<file path="src/common/icmc_consts.svh">
// Constants for the input capture mode control block.
`ifndef ICMC_CONSTS_SVH
`define ICMC_CONSTS_SVH
`define ICMC_OFF_CAP_CTRL 12'h000
`define ICMC_OFF_GATE_CTRL 12'h004
`define ICMC_OFF_IRQ_STAT 12'h008
`define ICMC_OFF_IRQ_EN 12'h00c
`define ICMC_OFF_IRQ_CLR 12'h010
`define ICMC_OFF_STATE 12'h014
`define ICMC_MODE_LSB 0
`define ICMC_MODE_MSB 2
`define ICMC_OVF_BIT 4
`define ICMC_BNE_BIT 3
`define ICMC_CPI_LSB 5
`define ICMC_CPI_MSB 6
`define ICMC_CTRL_WMASK 16'h3c67
`define ICMC_CAP_DIS_LSB 8
`define ICMC_CAP_DIS_MSB 11
`define ICMC_CMP_DIS_LSB 0
`define ICMC_CMP_DIS_MSB 3
`define ICMC_GATE_WMASK 16'h0f0f
`define ICMC_RESET_16 16'h0000
`define ICMC_EV_WAKE 0
`define ICMC_EV_CAPTURE 1
`define ICMC_EV_OVERFLOW 2
`define ICMC_EV_COUNT 3
`define ICMC_FIFO_DEPTH 4
`endif

</file>
<file path="src/common/icmc_pkg.sv">
// Types shared by the input capture mode control block.
package icmc_pkg;
    typedef enum logic [2:0] {
        ICMC_MODE_OFF = 3'h0,
        ICMC_MODE_EVERY = 3'h1,
        ICMC_MODE_FALL = 3'h2,
        ICMC_MODE_RISE = 3'h3,
        ICMC_MODE_RISE4 = 3'h4,
        ICMC_MODE_RISE16 = 3'h5,
        ICMC_MODE_UNUSED = 3'h6,
        ICMC_MODE_WAKEPIN = 3'h7
    } icmc_mode_e;
    typedef enum logic [1:0] {
        ICMC_ST_OFF = 2'h0,
        ICMC_ST_CAPTURE = 2'h1,
        ICMC_ST_WAKE = 2'h2,
        ICMC_ST_IDLE = 2'h3
    } icmc_state_e;
    typedef logic [15:0] icmc_word_t;
endpackage

</file>
<file path="src/rtl/icmc_apb.sv">
// APB slave decode for the mode control registers, answer after one wait state.
`timescale 1ns/10ps
module icmc_apb (
    input wire logic clk_i,
    input wire logic rst_i,
    input wire logic ce_i,
    input wire logic psel_i,
    input wire logic penable_i,
    input wire logic pwrite_i,
    output logic wr_o,
    output logic rd_o,
    output logic pready_o
);
    // Ready is registered so every access takes exactly one wait state.
    always_ff @(posedge clk_i) begin
        if (rst_i) begin
            pready_o <= 1'b0;
        end else if (ce_i) begin
            pready_o <= psel_i & penable_i & ~pready_o;
        end
    end
    assign wr_o = ce_i & psel_i & penable_i & pready_o & pwrite_i;
    assign rd_o = ce_i & psel_i & penable_i & ~pready_o & ~pwrite_i;
endmodule

</file>
<file path="src/rtl/icmc_edge.sv">
// Edge detector for the capture pin.
`timescale 1ns/10ps
module icmc_edge (
    input wire logic clk_i,
    input wire logic rst_i,
    input wire logic ce_i,
    input wire logic pin_i,
    output logic rise_o,
    output logic fall_o
);
    logic last_r;
    always_ff @(posedge clk_i) begin
        if (rst_i) begin
            last_r <= 1'b0;
        end else if (ce_i) begin
            last_r <= pin_i;
        end
    end
    assign rise_o = ce_i & pin_i & ~last_r;
    assign fall_o = ce_i & ~pin_i & last_r;
endmodule

</file>
<file path="src/rtl/icmc_top.sv">
// Mode control and enable slice of a four unit input capture block.
//
// Contract
// - Mode 111 only flags rising edges, only while CPU sleeps or idles.
// - Mode 111 ignores other control fields and all falling edges.
// - Mode 110 is unused and behaves as disabled with no captures.
// - Mode 000 switches the capture unit fully off.
// - Gate bits 11..8 disable capture units one to four when set.
// - Gate bits 3..0 disable compare units one to four when set.
`timescale 1ns/10ps
`include "icmc_consts.svh"
module icmc_top #(
    parameter int UNITS = 4
) (
    input wire logic CLOCK_I,
    input wire logic RESET_I,
    input wire logic CE_I,
    input wire logic PSEL_I,
    input wire logic PENABLE_I,
    input wire logic PWRITE_I,
    input wire logic [11:0] PADDR_I,
    input wire logic [31:0] PWDATA_I,
    output logic [31:0] PRDATA_O,
    output logic PREADY_O,
    output logic PSLVERR_O,
    input wire logic CAP_PIN_I,
    input wire logic CPU_LOWPOWER_I,
    input wire logic CAP_READ_I,
    output logic [UNITS-1:0] CAP_EN_O,
    output logic [UNITS-1:0] CMP_EN_O,
    output logic CAP_STROBE_O,
    output icmc_pkg::icmc_state_e STATE_O,
    output logic IRQ_O
);
    import icmc_pkg::*;

    if (UNITS != 4) begin : g_bad_units
        $error("icmc_top supports exactly four units");
    end

    icmc_word_t ctrl_r;
    icmc_word_t gate_r;
    logic [`ICMC_EV_COUNT-1:0] stat_r;
    logic [`ICMC_EV_COUNT-1:0] en_r;
    logic ovf_r;
    logic [2:0] fill_r;
    logic [3:0] div_r;
    icmc_state_e state_r;
    icmc_state_e state_nxt;
    icmc_mode_e mode;
    logic rise;
    logic fall;
    logic wr;
    logic rd;
    logic unit0_on;
    logic cap_ev;
    logic cap_take;
    logic wake_ev;
    logic ovf_ev;
    logic [`ICMC_EV_COUNT-1:0] ev;
    logic [`ICMC_EV_COUNT-1:0] clr;
    icmc_word_t status_word;
    icmc_word_t rdata;

    icmc_apb u_apb (
        .clk_i(CLOCK_I),
        .rst_i(RESET_I),
        .ce_i(CE_I),
        .psel_i(PSEL_I),
        .penable_i(PENABLE_I),
        .pwrite_i(PWRITE_I),
        .wr_o(wr),
        .rd_o(rd),
        .pready_o(PREADY_O)
    );

    icmc_edge u_edge (
        .clk_i(CLOCK_I),
        .rst_i(RESET_I),
        .ce_i(CE_I),
        .pin_i(CAP_PIN_I),
        .rise_o(rise),
        .fall_o(fall)
    );

    assign mode = icmc_mode_e'(ctrl_r[`ICMC_MODE_MSB:`ICMC_MODE_LSB]);
    assign unit0_on = ~gate_r[`ICMC_CAP_DIS_LSB];

    // Control register with the two hardware flags folded in on reads.
    always_ff @(posedge CLOCK_I) begin
        if (RESET_I) begin
            ctrl_r <= `ICMC_RESET_16;
        end else if (CE_I && wr && PADDR_I == `ICMC_OFF_CAP_CTRL) begin
            ctrl_r <= PWDATA_I[15:0] & `ICMC_CTRL_WMASK;
        end
    end

    always_ff @(posedge CLOCK_I) begin
        if (RESET_I) begin
            gate_r <= `ICMC_RESET_16;
        end else if (CE_I && wr && PADDR_I == `ICMC_OFF_GATE_CTRL) begin
            gate_r <= PWDATA_I[15:0] & `ICMC_GATE_WMASK;
        end
    end

    always_ff @(posedge CLOCK_I) begin
        if (RESET_I) begin
            en_r <= '0;
        end else if (CE_I && wr && PADDR_I == `ICMC_OFF_IRQ_EN) begin
            en_r <= PWDATA_I[`ICMC_EV_COUNT-1:0];
        end
    end

    // Per-unit enables: a gate bit at one holds its unit disabled.
    genvar gi;
    for (gi = 0; gi < UNITS; gi++) begin : g_unit
        always_ff @(posedge CLOCK_I) begin
            if (RESET_I) begin
                CAP_EN_O[gi] <= 1'b0;
                CMP_EN_O[gi] <= 1'b0;
            end else if (CE_I) begin
                CAP_EN_O[gi] <= ~gate_r[`ICMC_CAP_DIS_LSB+gi];
                CMP_EN_O[gi] <= ~gate_r[`ICMC_CMP_DIS_LSB+gi];
            end
        end
    end

    // Mode decode into the operating state.
    always_comb begin
        state_nxt = ICMC_ST_OFF;
        if (!unit0_on) begin
            state_nxt = ICMC_ST_OFF;
        end else begin
            case (mode)
                ICMC_MODE_OFF: state_nxt = ICMC_ST_OFF;
                ICMC_MODE_UNUSED: state_nxt = ICMC_ST_IDLE;
                ICMC_MODE_WAKEPIN: state_nxt = ICMC_ST_WAKE;
                ICMC_MODE_EVERY,
                ICMC_MODE_FALL,
                ICMC_MODE_RISE,
                ICMC_MODE_RISE4,
                ICMC_MODE_RISE16: state_nxt = ICMC_ST_CAPTURE;
                default: state_nxt = ICMC_ST_OFF;
            endcase
        end
    end

    always_ff @(posedge CLOCK_I) begin
        if (RESET_I) begin
            state_r <= ICMC_ST_OFF;
        end else if (CE_I) begin
            state_r <= state_nxt;
        end
    end

    // Edge qualification; prescaled modes count rising edges.
    always_comb begin
        cap_ev = 1'b0;
        case (mode)
            ICMC_MODE_EVERY: cap_ev = rise | fall;
            ICMC_MODE_FALL: cap_ev = fall;
            ICMC_MODE_RISE: cap_ev = rise;
            ICMC_MODE_RISE4: cap_ev = rise && div_r[1:0] == 2'h3;
            ICMC_MODE_RISE16: cap_ev = rise && div_r == 4'hf;
            default: cap_ev = 1'b0;
        endcase
    end

    assign cap_take = (state_r == ICMC_ST_CAPTURE) && cap_ev;
    // Only the rising edge and the low-power level count here.
    assign wake_ev = (state_r == ICMC_ST_WAKE) && rise && CPU_LOWPOWER_I;
    assign ovf_ev = cap_take && fill_r == 3'(`ICMC_FIFO_DEPTH);

    always_ff @(posedge CLOCK_I) begin
        if (RESET_I) begin
            div_r <= 4'h0;
        end else if (CE_I) begin
            if (state_r != ICMC_ST_CAPTURE) begin
                div_r <= 4'h0;
            end else if (rise) begin
                div_r <= div_r + 4'h1;
            end
        end
    end

    // Buffer occupancy: the data path lives elsewhere, only the count here.
    always_ff @(posedge CLOCK_I) begin
        if (RESET_I) begin
            fill_r <= 3'h0;
        end else if (CE_I) begin
            if (state_r == ICMC_ST_OFF) begin
                fill_r <= 3'h0;
            end else if (cap_take && !ovf_ev && !(CAP_READ_I && fill_r != 3'h0)) begin
                fill_r <= fill_r + 3'h1;
            end else if (!cap_take && CAP_READ_I && fill_r != 3'h0) begin
                fill_r <= fill_r - 3'h1;
            end
        end
    end

    // Overflow stays set until the buffer drains or the unit is turned off.
    always_ff @(posedge CLOCK_I) begin
        if (RESET_I) begin
            ovf_r <= 1'b0;
        end else if (CE_I) begin
            if (ovf_ev) begin
                ovf_r <= 1'b1;
            end else if (state_r == ICMC_ST_OFF || fill_r == 3'h0) begin
                ovf_r <= 1'b0;
            end
        end
    end

    always_ff @(posedge CLOCK_I) begin
        if (RESET_I) begin
            CAP_STROBE_O <= 1'b0;
        end else if (CE_I) begin
            CAP_STROBE_O <= cap_take && !ovf_ev;
        end
    end

    assign ev[`ICMC_EV_WAKE] = wake_ev;
    assign ev[`ICMC_EV_CAPTURE] = cap_take;
    assign ev[`ICMC_EV_OVERFLOW] = ovf_ev;
    assign clr = (wr && PADDR_I == `ICMC_OFF_IRQ_CLR) ?
        PWDATA_I[`ICMC_EV_COUNT-1:0] : '0;

    // A new event in the clearing cycle keeps its bit set.
    always_ff @(posedge CLOCK_I) begin
        if (RESET_I) begin
            stat_r <= '0;
        end else if (CE_I) begin
            stat_r <= (stat_r & ~clr) | ev;
        end
    end

    always_ff @(posedge CLOCK_I) begin
        if (RESET_I) begin
            IRQ_O <= 1'b0;
        end else if (CE_I) begin
            IRQ_O <= |(((stat_r & ~clr) | ev) & en_r);
        end
    end

    always_ff @(posedge CLOCK_I) begin
        if (RESET_I) begin
            STATE_O <= ICMC_ST_OFF;
        end else if (CE_I) begin
            STATE_O <= state_nxt;
        end
    end

    always_comb begin
        status_word = ctrl_r;
        status_word[`ICMC_OVF_BIT] = ovf_r;
        status_word[`ICMC_BNE_BIT] = fill_r != 3'h0;
    end

    always_comb begin
        rdata = `ICMC_RESET_16;
        case (PADDR_I)
            `ICMC_OFF_CAP_CTRL: rdata = status_word;
            `ICMC_OFF_GATE_CTRL: rdata = gate_r;
            `ICMC_OFF_IRQ_STAT: rdata = 16'(stat_r);
            `ICMC_OFF_IRQ_EN: rdata = 16'(en_r);
            `ICMC_OFF_STATE: rdata = 16'(state_r);
            default: rdata = `ICMC_RESET_16;
        endcase
    end

    always_ff @(posedge CLOCK_I) begin
        if (RESET_I) begin
            PRDATA_O <= 32'h0;
            PSLVERR_O <= 1'b0;
        end else if (CE_I) begin
            PRDATA_O <= rd ? {16'h0, rdata} : 32'h0;
            PSLVERR_O <= 1'b0;
        end
    end
endmodule

</file>
<file path="config.mk">
export PLATFORM = sky130hd
export DESIGN_NAME = icmc_top
export DESIGN_NICKNAME = d
export VERILOG_FILES = /design/src/common/icmc_pkg.sv /design/src/rtl/icmc_apb.sv /design/src/rtl/icmc_edge.sv /design/src/rtl/icmc_top.sv
export VERILOG_INCLUDE_DIRS = /design/src /design/src/common
export SDC_FILE = /design/constraint.sdc
export NUM_CORES = 1
export LEC_CHECK = 0
export CAP_MARGIN = 20
export CORE_UTILIZATION = 48
export DETAILED_ROUTE_END_ITERATION = 8
export DONT_BUFFER_PORTS = 1
export GPL_ROUTABILITY_DRIVEN = 0
export GPL_TIMING_DRIVEN = 0
export HOLD_SLACK_MARGIN = 0.03
export PLACE_DENSITY = 0.69
export SYNTH_ARGS = -nofsm -noshare
export SYNTH_HDL_FRONTEND = slang
export SYNTH_HIERARCHICAL = 1
export SYNTH_SLANG_ARGS = --single-unit
</file>
<file path="constraint.sdc">
create_clock -name CLOCK_I -period 2.8 [get_ports CLOCK_I]
set_input_delay 0.28 -clock CLOCK_I [delete_from_list [all_inputs] [get_ports CLOCK_I]]
set_output_delay 0.28 -clock CLOCK_I [all_outputs]
set_load 0.02 [all_outputs]
</file>
==> results.toml <==
[critical_path]
path_max_fanout = 9
r2r_cells = 10
start_kind = "register"
critPathKind = "reg2reg"
crit_required_ns = 3.07
arrival_ns = 2.90
cp-end-kind = "register"

[sta]
relSlewSlack_pct = 38.58
finClkSkew_ns = 0.007943
rsz0062_at_grt = "false"
finalCritPeriodShare_pct = 94.02
tightest_slew_ns = 0.9129
period_minus_slack_ns = 2.633
report.final.hold_viol_count = 0
setup_viol = 0
final.setup.worst_slack_ns = 0.1674
drv_slew = 0
max_clock_freq_mhz = 379.9

[final_layout]
nFillCells = 551
antenna_cells = 0
final_cell_mix = "59 x dfxtp_1, 46 x nor2_1, 37 x nand2_1"
postLayoutCellArea_um2 = 3377
area_growth_pct = 13.02
fin_util_pct = 56.70
final_common_cell = "dfxtp_1"
drive_gt1_share_pct = 13.89
fin_nets = 446

[synth]
synth_edf_count = 0
synth.yosys.warnings = 6
synth_fa_ha_area_share_pct = 1.089
synth_mux_area_share_pct = 7.789
async_reset_ff_share_pct = 0
synth.distinct_cells = 55
syn_inst = 360
synth_top_family_by_area = "simple AND/OR/NAND/NOR gates"
ys_seq_elements = 60
synth_xor_area_share_pct = 0
syn-cell-area_um2 = 2988
ys.flop_type = "dfxtp_1"
synth-simple-area-share_pct = 25.17
synth.avg_cell_area_um2 = 8.300
synth_compound_area_share_pct = 17.04
seq_area_frac_synth_pct = 40.20

[global_route]
gr-total-overflow = 0
antenna_found_initial = 0
grt_pass1_wl_um = 11910
grtUsageTotal_pct = 24.42
grt_pass1_vias = 2420
grt_max_degree = 11

[placed_design]
dp_slack_ns = -0.1437
placed_cell_area_um2 = 3153
portBuffers = 0
place_hpwl_um = 5565

[clock_network]
numCtsBuffers = 9
cts_root_buf = "clkbuf_8"
clock_sinks = 60
cts.path.max_buffers = 2
cts.clk_slew.worst_paths_ns = 0.07
htreeDepth = 3
clk_latency_ns = 0.35
cts_tree = "built"

[min_path]
holdPathStages = 2
hold_class = "in2reg"

[floorplanning]
ios = 99
die_area_um2 = 6544
fp.dieW_um = 80.90
core_area_um2 = 5956
start_util_pct = 50.17
floorplan.die.height_um = 80.90
rows = 28

[routing]
vias_per_cell = 5.665
wl_um = 7697
drt_iter0_drc = 141
vias = 2668
drc_errors = 0
first_pass_iters = 4
ant_nets = 0
wl_per_cell_um = 16.34

[pwr]
p_per_area_nw_per_um2 = 531.9
leakage_nw = 1.247
ir_drop_v = 0.0004335

[outcome]
status = "completed"

[job]
maxCapViolCount = 0
## repair_timing
item | in CTS | in global routing
hold endpoints to repair | 2 | 0
setup buffers | 0 | 0
setup endpoints to repair | 1 | 1
gates resized for setup | 3 | 5
hold buffers | 1 | 0
## cells by family after synthesis
| logic type | after synthesis |
|---|---|
| and+or+nand+nor | 148 |
| DFF | 60 |
| muxes | 23 |
| other | 1 |
| AOI/OAI and AO/OA | 78 |
| adders and majority gates | 2 |
| buffers and inverters | 48 |
## layer usage
metal	wire (µm)	vias to the layer above	GRT usage, %	part of all wire [%]
li1	-	1309	-	-
met1	3327	1260	29.74	43
met2	3685	84	39.24	48
met3	487	15	6.067	6.3
met4	197	0	13.57	2.6
met5	0	-	0	0
## cell usage after synthesis (all sizes together) (2+ instances only)
cell,instances,share of area [%]
a211oi,3,0.75
a21oi,26,4.5
a221o,2,0.67
a22oi,6,1.5
a31o,2,0.59
a31oi,4,0.84
a32o,2,0.67
a32oi,2,0.59
and3,4,0.84
buf,25,5.7
clkbuf,14,1.8
dfxtp,60,40
inv,9,1.1
mux2,2,0.75
mux2i,21,7.0
nand2,37,4.6
nand2b,4,0.84
nand3,20,3.8
nand4,5,1.0
nor2,47,5.9
nor2b,2,0.42
nor3,9,1.5
nor3b,3,0.75
nor4,6,2.7
o21ai,16,2.7
o31ai,4,1.0
or2,2,0.42
or3,3,0.63
## per-stage QoR
stage | instances | hold WS, ns | setup TNS [ns] | power [mW]
final | 471 | 0.06291 | 0 | 1.796
after CTS | 471 | 0.05855 | 0 | 1.800
after global placement | 454 | 0.3442 | -0.05572 | 1.024
after floorplan | 379 | 0.3424 | 0 | 1.003
after global routing | 471 | 0.07152 | 0 | 1.837
after detailed placement | 454 | 0.3467 | -0.1437 | 1.025
## report_power, final
group	total [mW]	switching [mW]	internal, mW
Sequential	0.879	0.0166	0.862
Clock	0.785	0.351	0.434
Combinational	0.132	0.0887	0.0431
## flip-flops by register name, summed over array words and instances, names as in the netlist, named ones only
signal          count
div_r               4
gate_r              8
CAP_EN_O            4
u_apb/pready_o      1
IRQ_O               1
stat_r              3
PRDATA_O           13
fill_r              3
ovf_r               1
STATE_O             2
CMP_EN_O            4
CAP_STROBE_O        1
en_r                3
ctrl_r              9
u_edge/last_r       1
## layout make-up
cell class	count	area, µm²	area share (%)
well taps	75	93.84	2.779
clock buffers	12	145.1	4.298
flip-flops and latches	60	1202	35.61
repair buffers	1	10.01	0.2964
clock inverters	4	48.80	1.445
multi-input cells	271	1619	47.94
inverters	9	33.78	1.000
plain buffers	39	224.0	6.632
## worst max-delay path, cell delays in order, from the launching register on
cell,delay [ns]
dfxtp_1,0.37
buf_2,0.22
nand2b_1,0.23
nor3_4,0.26
and3_1,0.18
buf_2,0.19
nand3_1,0.11
fa_1,0.40
and3_1,0.17
a22o_1,0.23
a211oi_1,0.19
## final timing paths
check | startpoint | end | slack (ns)
max | STATE_O[1]$_SDFFE_PP0P_ | fill_r[2]$_SDFFE_PP0P_ | 0.17
min | PWDATA_I[0] | ctrl_r[0]$_SDFFE_PP0P_ | 0.06
max reg2reg | STATE_O[1]$_SDFFE_PP0P_ | fill_r[2]$_SDFFE_PP0P_ | 0.17
min reg2reg | register | STATE_O[0]$_SDFFE_PP0P_ | 0.46
Note: power is estimated with default switching activity, not from simulation.
